[src/common/sadcc_pkg.sv]
package sadcc_pkg;

  // ****************************************************************
  // Timing
  // ****************************************************************
  localparam int CLK_PERIOD_NS   = 20;
  localparam int SETTLE_NS       = 1500;
  localparam int TRACK_MARGIN_NS = 2000;
  localparam int CONV_NS         = 7800;
  localparam int SETTLE_CYC      = SETTLE_NS / CLK_PERIOD_NS;
  localparam int TRACK_MARGIN_CYC =
    (TRACK_MARGIN_NS + CLK_PERIOD_NS - 1) / CLK_PERIOD_NS;
  localparam int CONV_CYC        = CONV_NS / CLK_PERIOD_NS;
  localparam int HOLD_CYC        = CONV_CYC - TRACK_MARGIN_CYC - 1;
  localparam int CNT_W           = 9;

  // ****************************************************************
  // Result layout
  // ****************************************************************
  localparam int RES_W      = 14;
  localparam int WORD_W     = 16;
  localparam int BYTE_W     = 8;
  localparam int RES_MSB    = 13;
  localparam int PAD_W      = 2;
  localparam int SYNC_DEPTH = 2;

  // ****************************************************************
  // Converter states
  // ****************************************************************
  typedef enum logic [1:0] {
    SADCC_IDLE  = 2'b00,
    SADCC_HOLD  = 2'b01,
    SADCC_TRACK = 2'b10
  } sadcc_state_t;

endpackage

[src/design/sadcc_ctrl.sv]
`timescale 1ns/1ps
module sadcc_ctrl
  import sadcc_pkg::*;
(
  // Clock and reset
  input  wire logic              clk,
  input  wire logic              srst,
  // Host pins
  input  wire logic              chipSelect_n,
  input  wire logic              startConvert_n,
  input  wire logic              outputEnable_n,
  input  wire logic              byteSelect_n,
  input  wire logic              eocEnable_n,
  // Straps
  input  wire logic              syncMode,
  input  wire logic              bipolarOffsetPin,
  // Converter core
  input  wire logic [RES_W-1:0]  rawCode,
  output logic                   sampleHold,
  // Result bus
  output logic [BYTE_W-1:0]      resultByte,
  output logic                   resultByteOe_n,
  // Conversion status
  output logic                   convDone,
  output logic                   convDoneOe_n
);

  logic              csSync;
  logic              startSync;
  logic              oeSync;
  logic              bselSync;
  logic              eocEnSync;
  logic              modeSync;
  logic              bipSync;
  logic              startPrev_q;
  logic              startFall;
  logic              startReq;
  sadcc_state_t      state_q;
  logic [CNT_W-1:0]  cnt_q;
  logic [WORD_W-1:0] result_q;
  logic [RES_W-1:0]  coded;
  logic [CNT_W-1:0]  trackCnt_q;

  localparam int HOLD_MAX  = HOLD_CYC;
  localparam int TRACK_MIN = TRACK_MARGIN_CYC + 1;

  // ****************************************************************
  // Input synchronisers
  // ****************************************************************
  sadcc_sync u_sync_cs (
    .clk     (clk),
    .srst    (srst),
    .asyncIn (chipSelect_n),
    .syncOut (csSync)
  );
  sadcc_sync u_sync_start (
    .clk     (clk),
    .srst    (srst),
    .asyncIn (startConvert_n),
    .syncOut (startSync)
  );
  sadcc_sync u_sync_oe (
    .clk     (clk),
    .srst    (srst),
    .asyncIn (outputEnable_n),
    .syncOut (oeSync)
  );
  sadcc_sync u_sync_bsel (
    .clk     (clk),
    .srst    (srst),
    .asyncIn (byteSelect_n),
    .syncOut (bselSync)
  );
  sadcc_sync u_sync_eoc (
    .clk     (clk),
    .srst    (srst),
    .asyncIn (eocEnable_n),
    .syncOut (eocEnSync)
  );
  sadcc_sync u_sync_mode (
    .clk     (clk),
    .srst    (srst),
    .asyncIn (syncMode),
    .syncOut (modeSync)
  );
  sadcc_sync u_sync_bip (
    .clk     (clk),
    .srst    (srst),
    .asyncIn (bipolarOffsetPin),
    .syncOut (bipSync)
  );

  // ****************************************************************
  // Start detection
  // ****************************************************************
  always_ff @(posedge clk) begin
    if (srst) begin
      startPrev_q <= 1'b1;
    end else begin
      startPrev_q <= startSync;
    end
  end

  assign startFall = startPrev_q & ~startSync;
  assign startReq = startFall & (~modeSync | ~csSync);

  // ****************************************************************
  // Conversion sequencer
  // ****************************************************************
  always_ff @(posedge clk) begin
    if (srst) begin
      state_q <= SADCC_IDLE;
      cnt_q   <= '0;
    end else begin
      unique case (state_q)
        SADCC_IDLE: begin
          if (startReq) begin
            state_q <= SADCC_HOLD;
            cnt_q   <= '0;
          end
        end
        SADCC_HOLD: begin
          cnt_q <= cnt_q + 1'b1;
          if (cnt_q == CNT_W'(HOLD_CYC - 1)) begin
            state_q <= SADCC_TRACK;
          end
        end
        SADCC_TRACK: begin
          cnt_q <= cnt_q + 1'b1;
          if (cnt_q == CNT_W'(CONV_CYC - 1)) begin
            state_q <= SADCC_IDLE;
          end
        end
        default: begin
          state_q <= SADCC_IDLE;
        end
      endcase
    end
  end

  assign sampleHold = (state_q == SADCC_HOLD);

  // ****************************************************************
  // Result register
  // ****************************************************************
  assign coded = bipSync ? {~rawCode[RES_MSB], rawCode[RES_MSB-1:0]}
                         : rawCode;

  always_ff @(posedge clk) begin
    if (srst) begin
      result_q <= '0;
    end else if (state_q == SADCC_TRACK &&
                 cnt_q == CNT_W'(CONV_CYC - 1)) begin
      result_q <= {coded, {PAD_W{1'b0}}};
    end
  end

  always_ff @(posedge clk) begin
    if (srst) begin
      resultByte <= '0;
    end else begin
      resultByte <= bselSync ? result_q[BYTE_W-1:0]
                             : result_q[WORD_W-1:BYTE_W];
    end
  end

  assign resultByteOe_n = csSync | oeSync;

  // ****************************************************************
  // Conversion status pin
  // ****************************************************************
  always_ff @(posedge clk) begin
    if (srst) begin
      convDone <= 1'b1;
    end else begin
      convDone <= ~startReq & (state_q == SADCC_IDLE);
    end
  end

  assign convDoneOe_n = modeSync ? (eocEnSync | csSync)
                                 : (eocEnSync | convDone);

  // ****************************************************************
  // Checks
  // ****************************************************************
  property p_sync_gate;
    @(posedge clk) disable iff (srst)
      (modeSync && csSync && state_q == SADCC_IDLE) |=> state_q == SADCC_IDLE;
  endproperty
  a_sync_gate: assert property (p_sync_gate)
    else $error("start accepted with chip select high");

  property p_async_start;
    @(posedge clk) disable iff (srst)
      (!modeSync && startFall && state_q == SADCC_IDLE) |=> sampleHold;
  endproperty
  a_async_start: assert property (p_async_start)
    else $error("async falling edge did not start");

  property p_no_start_high;
    @(posedge clk) disable iff (srst)
      (startSync && state_q == SADCC_IDLE) |=> state_q == SADCC_IDLE;
  endproperty
  a_no_start_high: assert property (p_no_start_high)
    else $error("start without falling edge");

  property p_done_low;
    @(posedge clk) disable iff (srst)
      $rose(sampleHold) |-> !convDone;
  endproperty
  a_done_low: assert property (p_done_low)
    else $error("status not low at start");

  property p_idle_track;
    @(posedge clk) disable iff (srst)
      convDone |-> !sampleHold;
  endproperty
  a_idle_track: assert property (p_idle_track)
    else $error("holding while idle");

  property p_retrack;
    @(posedge clk) disable iff (srst)
      $rose(sampleHold) |-> ##[1:HOLD_MAX] !sampleHold;
  endproperty
  a_retrack: assert property (p_retrack)
    else $error("sampler not retracking in time");

  // Track cycles since the last hold, saturating
  always_ff @(posedge clk) begin
    if (srst) begin
      trackCnt_q <= CNT_W'(TRACK_MIN);
    end else if (sampleHold) begin
      trackCnt_q <= '0;
    end else if (trackCnt_q != CNT_W'(TRACK_MIN)) begin
      trackCnt_q <= trackCnt_q + 1'b1;
    end
  end

  property p_track_margin;
    @(posedge clk) disable iff (srst)
      $rose(sampleHold) |-> trackCnt_q == CNT_W'(TRACK_MIN);
  endproperty
  a_track_margin: assert property (p_track_margin)
    else $error("hold began before enough tracking");

  property p_read_drive;
    @(posedge clk) disable iff (srst)
      (!csSync && !oeSync) |-> !resultByteOe_n;
  endproperty
  a_read_drive: assert property (p_read_drive)
    else $error("result not driven");

  property p_low_pad;
    @(posedge clk) disable iff (srst)
      $past(bselSync) |-> resultByte[PAD_W-1:0] == '0;
  endproperty
  a_low_pad: assert property (p_low_pad)
    else $error("low byte pad bits not zero");

  property p_eoc_gate;
    @(posedge clk) disable iff (srst)
      (modeSync && csSync) |-> convDoneOe_n;
  endproperty
  a_eoc_gate: assert property (p_eoc_gate)
    else $error("status driven with chip select high");

endmodule

[src/design/sadcc_sync.sv]
`timescale 1ns/1ps
module sadcc_sync
  import sadcc_pkg::*;
(
  // Clock and reset
  input  wire logic clk,
  input  wire logic srst,
  // Async level in, synced level out
  input  wire logic asyncIn,
  output logic      syncOut
);

  logic [SYNC_DEPTH-1:0] stage_q;

  // ****************************************************************
  // Two flop synchroniser
  // ****************************************************************
  always_ff @(posedge clk) begin
    if (srst) begin
      stage_q <= '1;
    end else begin
      stage_q <= {stage_q[0], asyncIn};
    end
  end

  assign syncOut = stage_q[SYNC_DEPTH-1];

endmodule

[config.mk]
export PLATFORM = sky130hd
export DESIGN_NAME = sadcc_ctrl
export DESIGN_NICKNAME = d
export VERILOG_FILES = /design/src/common/sadcc_pkg.sv /design/src/design/sadcc_ctrl.sv /design/src/design/sadcc_sync.sv
export SDC_FILE = /design/constraint.sdc
export NUM_CORES = 1
export LEC_CHECK = 0
export BUFFER_PORTS_ARGS = -buffer_cell sky130_fd_sc_hd__buf_2
export CAP_MARGIN = 20
export CORE_MARGIN = 2
export CORE_UTILIZATION = 49
export CTS_BUF_LIST = sky130_fd_sc_hd__clkbuf_4 sky130_fd_sc_hd__clkbuf_8 sky130_fd_sc_hd__clkbuf_16
export CTS_CLUSTER_SIZE = 14
export DETAILED_ROUTE_END_ITERATION = 10
export HOLD_SLACK_MARGIN = 0.02
export PLACE_DENSITY = 0.75
export SYNTH_ARGS = -nofsm -noshare
export SYNTH_HDL_FRONTEND = slang
export SYNTH_SLANG_ARGS = --single-unit
[constraint.sdc]
create_clock -name clk -period 5.6 [get_ports clk]
set_clock_uncertainty 0.1 [all_clocks]
set_input_delay 1.12 -clock clk [delete_from_list [all_inputs] [get_ports clk]]
set_output_delay 1.12 -clock clk [all_outputs]
set_load 0.01 [all_outputs]
# Word-level counts from Yosys, hierarchy flattened
# Index checks and enable logic that the tools add are counted.
# classes
addsub,1
n_eq_ne,7
mux,9
bitwise,12
reduce_logical,7
# ops
op,n
$eq 9x9->1 const B,2
$pmux 9 s2,1
$mux 14,1
$add 9x1->9 const B,1
$mux 9,1
$mux 8,1
$mux 2,3
$pmux 2 s3,1
$not 1->1,5
$ne 2x2->1 const B,2
$or 1x1->1,4
$reduce_or 2->1,2
$and 1x1->1,3
$reduce_and 3->1,1
$eq 2x1->1 const B,1
$eq 2x2->1 const B,1
$logic_not 2->1,1
$ne 2x1->1 const B,1
$reduce_and 2->1,1
$reduce_bool 2->1,1
$logic_and 1x1->1,1
$mux 1,1
# totals
register_bits,49
inputBits,23
output_inout_bits,12
word_cells,50

# Depth between registers and ports, before layout
# Gate-level depths: netlist of run 1.
# depth
ltp_word,5
ltp_mapped,8
ltp_nobuf,7

# Cells and area by module
# Synthesis of run 1 repeated with hierarchy kept, for this count alone.
# unflattened
hier_cells,185
hier_area_um2,1896.8
# modules_own_cells
module,instances,cells_per_inst,area_per_inst_um2,seq_area_each_um2
sadcc_ctrl,1,157,1529.0,700.7
sadcc_sync,7,4,52.6,40.0

# Worst setup path after synthesis of run 1
# Ideal clock, no wire load.
# synth_path
path_type,reg2out
from,register u_sync_mode.stage_q[1]
to,output convDoneOe_n
arrival_time_ps,708
t_required_ps,4380
slack_ps,3672
path_stages_with_launch,3
n_path_buf,0
path_cell_list,dfxtp_1 and2_4 a211o_1
# synth_via
elab_chain_len,1
# synth_rtl
item,line,source
"start, declared",sadcc_sync.sv:13,logic [SYNC_DEPTH-1:0] stage_q;
"start signal, assigned",sadcc_sync.sv:22,"stage_q <= {stage_q[0], asyncIn};"
$mux 1,sadcc_ctrl.sv:180,assign convDoneOe_n = modeSync ? (eocEnSync | csSync)
"end, declared",sadcc_ctrl.sv:25,output logic convDoneOe_n
# No other way between the ends.

# Final worst setup path of run 1
# Ends and elaborated chain as after synthesis.

==> results.md, run 1 <==
- Crit share post-route: 42.21%
- Synth Instances: 199
- Reg2Reg Capture Point: cnt_q[8]
- Seq/Total Area, Yosys: 49.43%
- Worst r2r path cells: 7
- R2R Path Start: state_q[0]
- Via count: 1368
- Largest net degree at the start of global routing: 42
- Min Tclk post-route: 2364 ps
- First-pass GRT wire length: 5.437 mm
- Critical path class: reg -> out
- Post-route setup slack: 3236 ps
- Starting density of the core: 50.33%
- CP startpoint: u_sync_mode.stage_q[1]
- Final core utilization: 57.09%
- Drt total wl: 3.190 mm
- FFs w/ async S/R, synth: 0%
- EDFF count, synth: 0
- # Post-CTS Setup Buffers: 0
- Crit path max fanout: 4
- DRT iter0 DRCs: 44
- Status: finished clean
- Total iterations of the first detailed-routing run: 5
- Vert. Die Dim: 67.64 µm
- Fill cells: 340
- Slew headroom: 60.11%
- Cells on Worst Hold Path: 1
- Worst Setup End Kind: primary output
- Clock tree root driver cell: clkbuf_8
- # nets final: 261
- DRC: 0
- Syn Nets: 229
- Pins Over Slew Limit: 0
- Initial antenna violation count: 0
- Port-buffer cells: 34
- Post-synthesis average cell area: 9.972 µm²
- GR Overflow Total: 0
- Cell Rows: 23
- RSZ-0062 raised after global routing: false
- Vias per cell: 4.851
- Placed instance count: 274
- Cell Area, Placed: 0.002161 mm²
- P_leak: 0.9423 nW
- Worst slew pin tran: 591.9 ps
- Vias in the first global route: 1309
- Fin cells: 282
- Routability cong.: 0.8085
- Synth Cell Area: 0.001984 mm²
- Synth warn: 0
- Clock sink total: 49
- Hold_sp: u_sync_bip.stage_q[0]
- Clock slew at reported path FFs: 90 ps
- WP data arrival: 1140 ps
- Die ar.: 0.004575 mm²
- Clock tree buffer depth: 2
- N_diodes: 0
- Gr usage total: 16.09%
- Top FF cell, synth: dfxtp_1
- Req. time, crit path: 4380 ps
- Die width: 67.64 µm
- Post-route cell area: 0.002251 mm²
- Setup_tns: 0 ps
- Maxcap violations: 0
- Setup-failing EPs final: 0
- Fin. Hold Viols: 0
- Latest clock arrival within the worst-skew pair: 300 ps
- Routed length per instance: 11.31 µm
- Min-delay worst type: reg -> reg
- Hold buffers post-CTS: 0
- Worst Hold End: u_sync_bip.stage_q[1]
- Post-DP HPWL: 2.320 mm
- Worst VDD drop: 0.2104 mV
- Layout cells sized above 1: 31.90%
- FMAX: 423.1 MHz
- Num CTS Buffers: 5
- CTS resizes: 0
- H-tree Lvls: 2
- Yosys reg bits: 49
- Final ANT Viol Nets: 0
- Pwr Density: 299.5 mW/mm²
- Critical Path Start Type: register
- Pre-CTS worst setup slack: 3251 ps
- I/O pin cnt: 35
- CTS tree: done
- R2R setup slack: 3600 ps
- Synth unique cells: 38
- CORE AREA: 0.003943 mm²
- P&R area growth vs syn: 13.43%
placed cells by master, fill, tap and decap left out, drive strengths merged, types with 2 or more instances in the layout:
cell type and instances:
a21oi 17, buf 34, clkbuf 5, dfxtp 49, ha 7, inv 9
mux2i 8, nand2 23, nand2b 3, nand3 14, nand4b 2, nor2 16
nor3b 3, nor4 2, nor4b 2, o21ai 2, or2 16, xnor2 6
where the power goes:
group | switching (mW) | total [mW] | leakage (nW) | internal (mW)
Combinational | 0.0593 | 0.0971 | 0.499 | 0.0377
Sequential | 0.00980 | 0.372 | 0.399 | 0.362
Clock | 0.116 | 0.205 | 0.0445 | 0.0886
sequential cells by signal, summed over array words and instances (netlist names):
register	flops
cnt_q	9
convDone	1
resultByte	8
result_q	14
startPrev_q	1
state_q	2
u_sync_bip.stage_q	2
u_sync_bsel.stage_q	2
u_sync_cs.stage_q	2
u_sync_eoc.stage_q	2
u_sync_mode.stage_q	2
u_sync_oe.stage_q	2
u_sync_start.stage_q	2
worst max-delay path by stage:
stage	slack, ps	end	cells past startpoint
floorplan	3670	convDoneOe_n	2
global placement	3280	cnt_q[3]	4
detailed placement	3250	cnt_q[8]	4
CTS	3210	convDoneOe_n	3
global route	3170	sampleHold	3
finish	3240	convDoneOe_n	3
cell type report:
type	count	area [µm²]	share of cell area (%)
Sequential cell	49	980.9	43.58
Tap cell	50	62.56	2.779
Timing Repair Buffer	34	170.2	7.560
Inverter	8	30.03	1.334
Clock inverter	3	21.27	0.9450
Multi-Input combinational cell	133	917.1	40.74
Clock buffer	5	68.82	3.057
cells by family after synthesis:
logic type               Yosys count  share of synthesized area, %
multiplexers                       8                         4.035
XOR/XNOR                           7                         3.090
flip-flops                        49                         49.43
AND/OR/NAND/NOR                   87                         26.80
buffers and inverters             17                         4.350
adder cells (fa/ha/maj)            7                         4.413
AO/OA/AOI/OAI                     24                         7.882
routing by layer:
| layer | GRT usage [%] | part of all wire [%] |
|---|---|---|
| met1 | 17.51 | 46 |
| met2 | 27.94 | 48 |
| met3 | 6.333 | 4.6 |
| met4 | 6.122 | 0.72 |
| met5 | 0 | 0 |
Yosys cell counts (2+ instances only):
library cell	count	area, µm²
a21oi_1	16	80.08
buf_6	3	33.78
clkbuf_1	6	22.52
dfxtp_1	49	980.9
ha_1	7	87.58
inv_1	8	30.03
mux2i_1	8	80.08
nand2_1	22	82.58
nand2b_1	2	12.51
nand3_1	14	70.07
nor2_1	15	56.30
nor3b_1	2	15.01
nor4_2	2	25.02
or2_2	16	100.1
xnor2_1	6	52.55
stage by stage:
step / hold WS, ps / total power [mW]
floorplan: 289.5 / 0.4521
global placement: 290.7 / 0.4756
detailed placement: 293.2 / 0.4777
CTS: 316.0 / 0.6849
global route: 323.4 / 0.7073
finish: 314.3 / 0.6741
worst max-delay path, cell delays in order (launching register included):
cell	delay [ps]
dfxtp_1	320
and2_4	170
a211o_1	220
buf_2	140
Power figures use the tool's default switching activity.
==> run 2: changes to the inputs <==
PLACE_DENSITY = 0.78   (was 0.75)
clock period = 1.9 ns   (was 5.6 ns; I/O delays follow)
==> results.md, run 2 (synthesis gave the netlist of run 1 again) <==
- R2R Path Start: state_q[1]
- Via count: 1433 (+4.8%)
- Initial antenna violation count: 0 (unchanged)
- Drt total wl: 3.443 mm (+7.9%)
- First-pass GRT wire length: 5.982 mm (+10%)
- Crit path max fanout: 7 (+3)
- Critical path class: reg -> reg
- CP max stage delay: 340 ps (+20 ps)
- Most frequent CP cell: inv_1
- Clock slew at reported path FFs: 90 ps (about the same)
- Hold_sp: bipolarOffsetPin
- Pwr Density: 883.4 mW/mm² (+200%)
- Clock tree root driver cell: clkbuf_8
- CP startpoint: state_q[1]
- Clock tree buffer depth: 2 (unchanged)
- Setup_tns: 0 ps (unchanged)
- Critical Path Start Type: register
- Cell Rows: 23 (unchanged)
- H-tree Lvls: 2 (unchanged)
- Num CTS Buffers: 5 (unchanged)
- Final ANT Viol Nets: 0 (unchanged)
- Commonest non-fill, non-tap cell in the layout: dfxtp_1
- Sw Ratio: 26.73% (-0.78 points)
- Most frequent cells in the layout: dfxtp_1, buf_2, nand2_1
- CP cell instances: inv_1 -> ha_1 -> inv_1 -> o31a_4 -> nor4_2 -> xnor2_1 -> nor2_1
- # nets final: 268 (+2.7%)
- Worst VDD drop: 0.6202 mV (+190%)
- Final core utilization: 59.03% (+1.9 points)
- Die ar.: 0.004575 mm² (unchanged)
- Worst slew pin tran: 446.5 ps (-145.3 ps)
- Layout cells sized above 1: 34.31% (+2.4 points)
- Number of flip-flops in the largest register: 14 (unchanged)
- Clock power frac: 30.7% (+0.3 points)
- Hold buffers post-CTS: 0 (unchanged)
- Min-delay worst type: in -> reg
- Fin. Hold Viols: 0 (unchanged)
- Port-buffer cells: 34 (unchanged)
- Gr usage total: 17.61% (+1.5 points)
- # Post-CTS Setup Buffers: 0 (unchanged)
- FMAX: 562.5 MHz
- RSZ-0062 raised after global routing: false
- Biggest register: result_q
- Starting density of the core: 50.33% (unchanged)
- WP data arrival: 1870 ps (+730 ps)
- Req. time, crit path: 1990 ps (-2390 ps)
- Placed instance count: 281 (+2.6%)
- Vias in the first global route: 1371 (+4.7%)
- Post-DP HPWL: 2.440 mm (+5.2%)
- Setup-failing EPs final: 0 (unchanged)
- Crit-path slowest cell: dfxtp_1
- CORE AREA: 0.003943 mm² (unchanged)
- Clock sink total: 49 (unchanged)
- Largest net degree at the start of global routing: 41 (-2.4%)
- Largest regs: result_q: 14 flops, cnt_q: 9 flops, resultByte: 8 flops
- Latest clock arrival within the worst-skew pair: 290 ps (about the same)
- GR Overflow Total: 0 (unchanged)
- P&R area growth vs syn: 17.28%
- Crit share post-route: 93.58%
- Die width: 67.64 µm (unchanged)
- Logic pwr share: 15.9% (+1.5 points)
- Total power: 2.056 mW (+210%)
- I/O pin cnt: 35 (unchanged)
- Worst Setup End Kind: register
- Fin cells: 289 (+2.5%)
- Slew headroom: 70.19% (+10 points)
- Sequential share of power: 53.4% (-1.8 points)
- Min Tclk post-route: 1778 ps
- Routed length per instance: 11.91 µm (+5.3%)
- P_leak: 1.028 nW (+9.1%)
- Post-route cell area: 0.002327 mm² (+3.4%)
- Hold_ws: 158.2 ps (-156.1 ps)
- Pins Over Slew Limit: 0 (unchanged)
- Total iterations of the first detailed-routing run: 4 (-1)
- Pint: 1.506 mW (+210%)
- Routability cong.: 0.8553 (+5.8%)
- Vert. Die Dim: 67.64 µm (unchanged)
- Status: finished clean
- DRT iter0 DRCs: 21 (-52%)
- DRC: 0 (unchanged)
- Maxcap violations: 0 (unchanged)
- N_diodes: 0 (unchanged)
- Vias per cell: 4.958 (+2.2%)
- Psw: 549.5 µW (+200%)
- Post-route setup slack: 122.1 ps (-3114 ps)
- Fill cells: 361 (+6.2%)
- Pre-CTS worst setup slack: 10.09 ps (-3241 ps)
- CTS tree: done
- Cell Area, Placed: 0.002213 mm² (+2.4%)
-- run 2: changes by cell type in the layout (fill, tap and decap cells not counted), sizes merged --
cell      before  now
buf           34   41
clkbuf         5    6
clkinv         1    2
clkinvlp       1    0
inv            9    8
-- run 2: path summary, 6_finish.rpt --
path                             end  slack (ps)  cells past startpoint
max                         cnt_q[5]         120                      7
max reg2reg                 cnt_q[5]         120                      7
min reg2reg  u_sync_start.stage_q[1]         310                      1
min            u_sync_bip.stage_q[0]         160                      2
-- run 2: routing by layer --
layer	vias to the layer above	GRT usage, %	part of all wire, %
li1	737	-	-
met1	654	20.77	43
met2	38	29.66	51
met3	4	5.333	5.4
met4	0	7.143	0.84
met5	-	0	0
-- run 2: power by group through the flow --
stage	logic, mW	clock network, mW	registers [mW]
2_1_floorplan	0.215	0	1.12
3_3_place_gp	0.312	0	1.12
3_5_place_dp	0.318	0	1.12
4_1_cts	0.320	0.651	1.10
5_1_grt	0.367	0.687	1.10
6_report	0.327	0.631	1.10
-- run 2: repair_timing --
action,in CTS,in global routing
gates resized for setup,0,3
pin swaps,1,1
endpoints found under the setup margin,1,6
cloned,0,0
-- run 2: layout make-up --
cell class | count | area, µm² | area share, %
Clock buffer | 6 | 82.58 | 3.548
Clock inverter | 2 | 13.76 | 0.5914
Inverter | 8 | 30.03 | 1.290
Multi-Input combinational cell | 133 | 934.6 | 40.16
Sequential cell | 49 | 980.9 | 42.15
Tap cell | 50 | 62.56 | 2.688
Timing Repair Buffer | 41 | 222.7 | 9.570
-- run 2: worst max-delay path, delay by kind of cell, from the launching register on --
kind | cells | cell delay (ps)
xor gates and xnor gates | 1 | 150
adders and majority gates | 1 | 220
buffers and inverters | 2 | 200
DFF | 1 | 340
and+or+nand+nor | 2 | 330
AOI/OAI and AO/OA | 1 | 340
==> run 3: changes to the inputs <==
PLACE_DENSITY = 0.74   (was 0.78)
==> results.md, run 3 (synthesis gave the netlist of run 1 again) <==
- DRT iter0 DRCs: 19 (-9.5%)
- Crit share post-route: 91.43% (-2.1 points)
- Layout cells sized above 1: 34.31% (unchanged)
- Final core utilization: 59.85% (+0.83 points)
- Number of flip-flops in the largest register: 14 (unchanged)
- Slew headroom: 70.73% (+0.54 points)
- Post-DP HPWL: 2.315 mm (-5.1%)
- CTS tree: done
- GR Overflow Total: 0 (unchanged)
- Pins Over Slew Limit: 0 (unchanged)
- Clock tree root driver cell: clkbuf_8
- Starting density of the core: 50.33% (unchanged)
- WP data arrival: 1830 ps (-40 ps)
- DRC: 0 (unchanged)
- Drt total wl: 3.264 mm (-5.2%)
- P_leak: 1.055 nW (+2.6%)
- Min Tclk post-route: 1737 ps (-40.67 ps)
- Total iterations of the first detailed-routing run: 4 (unchanged)
- Worst slew pin tran: 438.5 ps (-8.070 ps)
- Gr usage total: 16.07% (-1.5 points)
- P&R area growth vs syn: 18.92%
- Crit path max fanout: 9 (+2)
- Routed length per instance: 11.29 µm (-5.2%)
- Req. time, crit path: 1990 ps (about the same)
- # nets final: 268 (unchanged)
- Clock tree buffer depth: 2 (unchanged)
- # Post-CTS Setup Buffers: 0 (unchanged)
- Setup-failing EPs final: 0 (unchanged)
- Initial antenna violation count: 0 (unchanged)
- FMAX: 575.6 MHz (+2.3%)
- Worst VDD drop: 0.4864 mV (-22%)
- Critical Path Start Type: register
- Fill cells: 343 (-5.0%)
- Port-buffer cells: 34 (unchanged)
- Critical path class: reg -> reg
- Cell Rows: 23 (unchanged)
- Die width: 67.64 µm (unchanged)
- Die ar.: 0.004575 mm² (unchanged)
- Setup_tns: 0 ps (unchanged)
- Final ANT Viol Nets: 0 (unchanged)
- Vias in the first global route: 1274 (-7.1%)
- Fin. Hold Viols: 0 (unchanged)
- Clock slew at reported path FFs: 80 ps (about the same)
- Routability cong.: 0.8506 (-0.55%)
- Biggest register: result_q
- H-tree Lvls: 2 (unchanged)
- Num CTS Buffers: 5 (unchanged)
- Min-delay worst type: in -> reg
- Vert. Die Dim: 67.64 µm (unchanged)
- Largest net degree at the start of global routing: 23 (-44%)
- Largest regs: result_q: 14 flops, cnt_q: 9 flops, resultByte: 8 flops
- Commonest non-fill, non-tap cell in the layout: dfxtp_1
- Total power: 2.178 mW (+5.9%)
- N_diodes: 0 (unchanged)
- Latest clock arrival within the worst-skew pair: 290 ps (about the same)
- Worst Setup End Kind: register
- Most frequent cells in the layout: dfxtp_1, buf_2, nand2_1
- Vias per cell: 4.903 (-1.1%)
- RSZ-0062 raised after global routing: false
- CORE AREA: 0.003943 mm² (unchanged)
- I/O pin cnt: 35 (unchanged)
- First-pass GRT wire length: 5.416 mm (-9.5%)
- Pwr Density: 923.1 mW/mm² (+4.5%)
- Maxcap violations: 0 (unchanged)
- Hold buffers post-CTS: 0 (unchanged)
- Status: finished clean
- Via count: 1417 (-1.1%)
- Clock sink total: 49 (unchanged)
-- run 3: layout make-up --
| type | count | area (µm²) | area share (%) |
|---|---|---|---|
| Clock buffer | 7 | 90.09 | 3.818 |
| Clock inverter | 1 | 30.03 | 1.273 |
| Inverter | 8 | 30.03 | 1.273 |
| Multi-Input combinational cell | 133 | 943.4 | 39.98 |
| Sequential cell | 49 | 980.9 | 41.57 |
| Tap cell | 50 | 62.56 | 2.651 |
| Timing Repair Buffer | 41 | 222.7 | 9.438 |
-- run 3: path summary, 6_finish.rpt --
path                                                to                   start  slack (ps)  depth (start not counted)
worst max-delay path                          cnt_q[8]              state_q[1]         160                          7
worst min register to register  u_sync_mode.stage_q[1]  u_sync_mode.stage_q[0]         310                          1
worst min-delay path             u_sync_eoc.stage_q[0]             eocEnable_n         160                          2
worst max register to register                cnt_q[8]              state_q[1]         160                          7
-- run 3: power breakdown --
group,internal (mW),switching [mW],total (mW)
Combinational,0.143,0.182,0.325
Sequential,1.07,0.0278,1.10
Clock,0.443,0.314,0.758
Total,1.65,0.525,2.18
-- run 3: worst max-delay path, cell delays in order (launching register included) --
cell     delay, ps
dfxtp_1        330
inv_1           70
ha_1           190
inv_1           90
o31a_4         360
nor4b_4        310
xnor2_1        140
nor2_1          50
-- run 3: stage by stage --
stage,hold WS (ps),instances,worst slack [ps],instance area (µm²)
after floorplan,289.5,199,126.3,1984
after global placement,291.9,281,65.41,2213
after detailed placement,294.6,281,50.04,2213
after CTS,148.4,289,31.91,2333
after global routing,147.3,289,55.20,2360
final,162.7,289,162.7,2360
-- run 3: timing repair --
item,4_1_cts,5_1_grt
hold endpoints to repair,0,0
resized for setup,0,4
endpoints found under the setup margin,0,3
-- run 3: routing by layer --
metal / global-route usage (%) / share of wire [%] / up-vias
met2: 25.98 / 47 / 29
met4: 7.653 / 0.74 / 0
met1: 19.02 / 47 / 645
met3: 5.500 / 4.7 / 2
met5: 0 / 0 / -
li1: - / - / 741
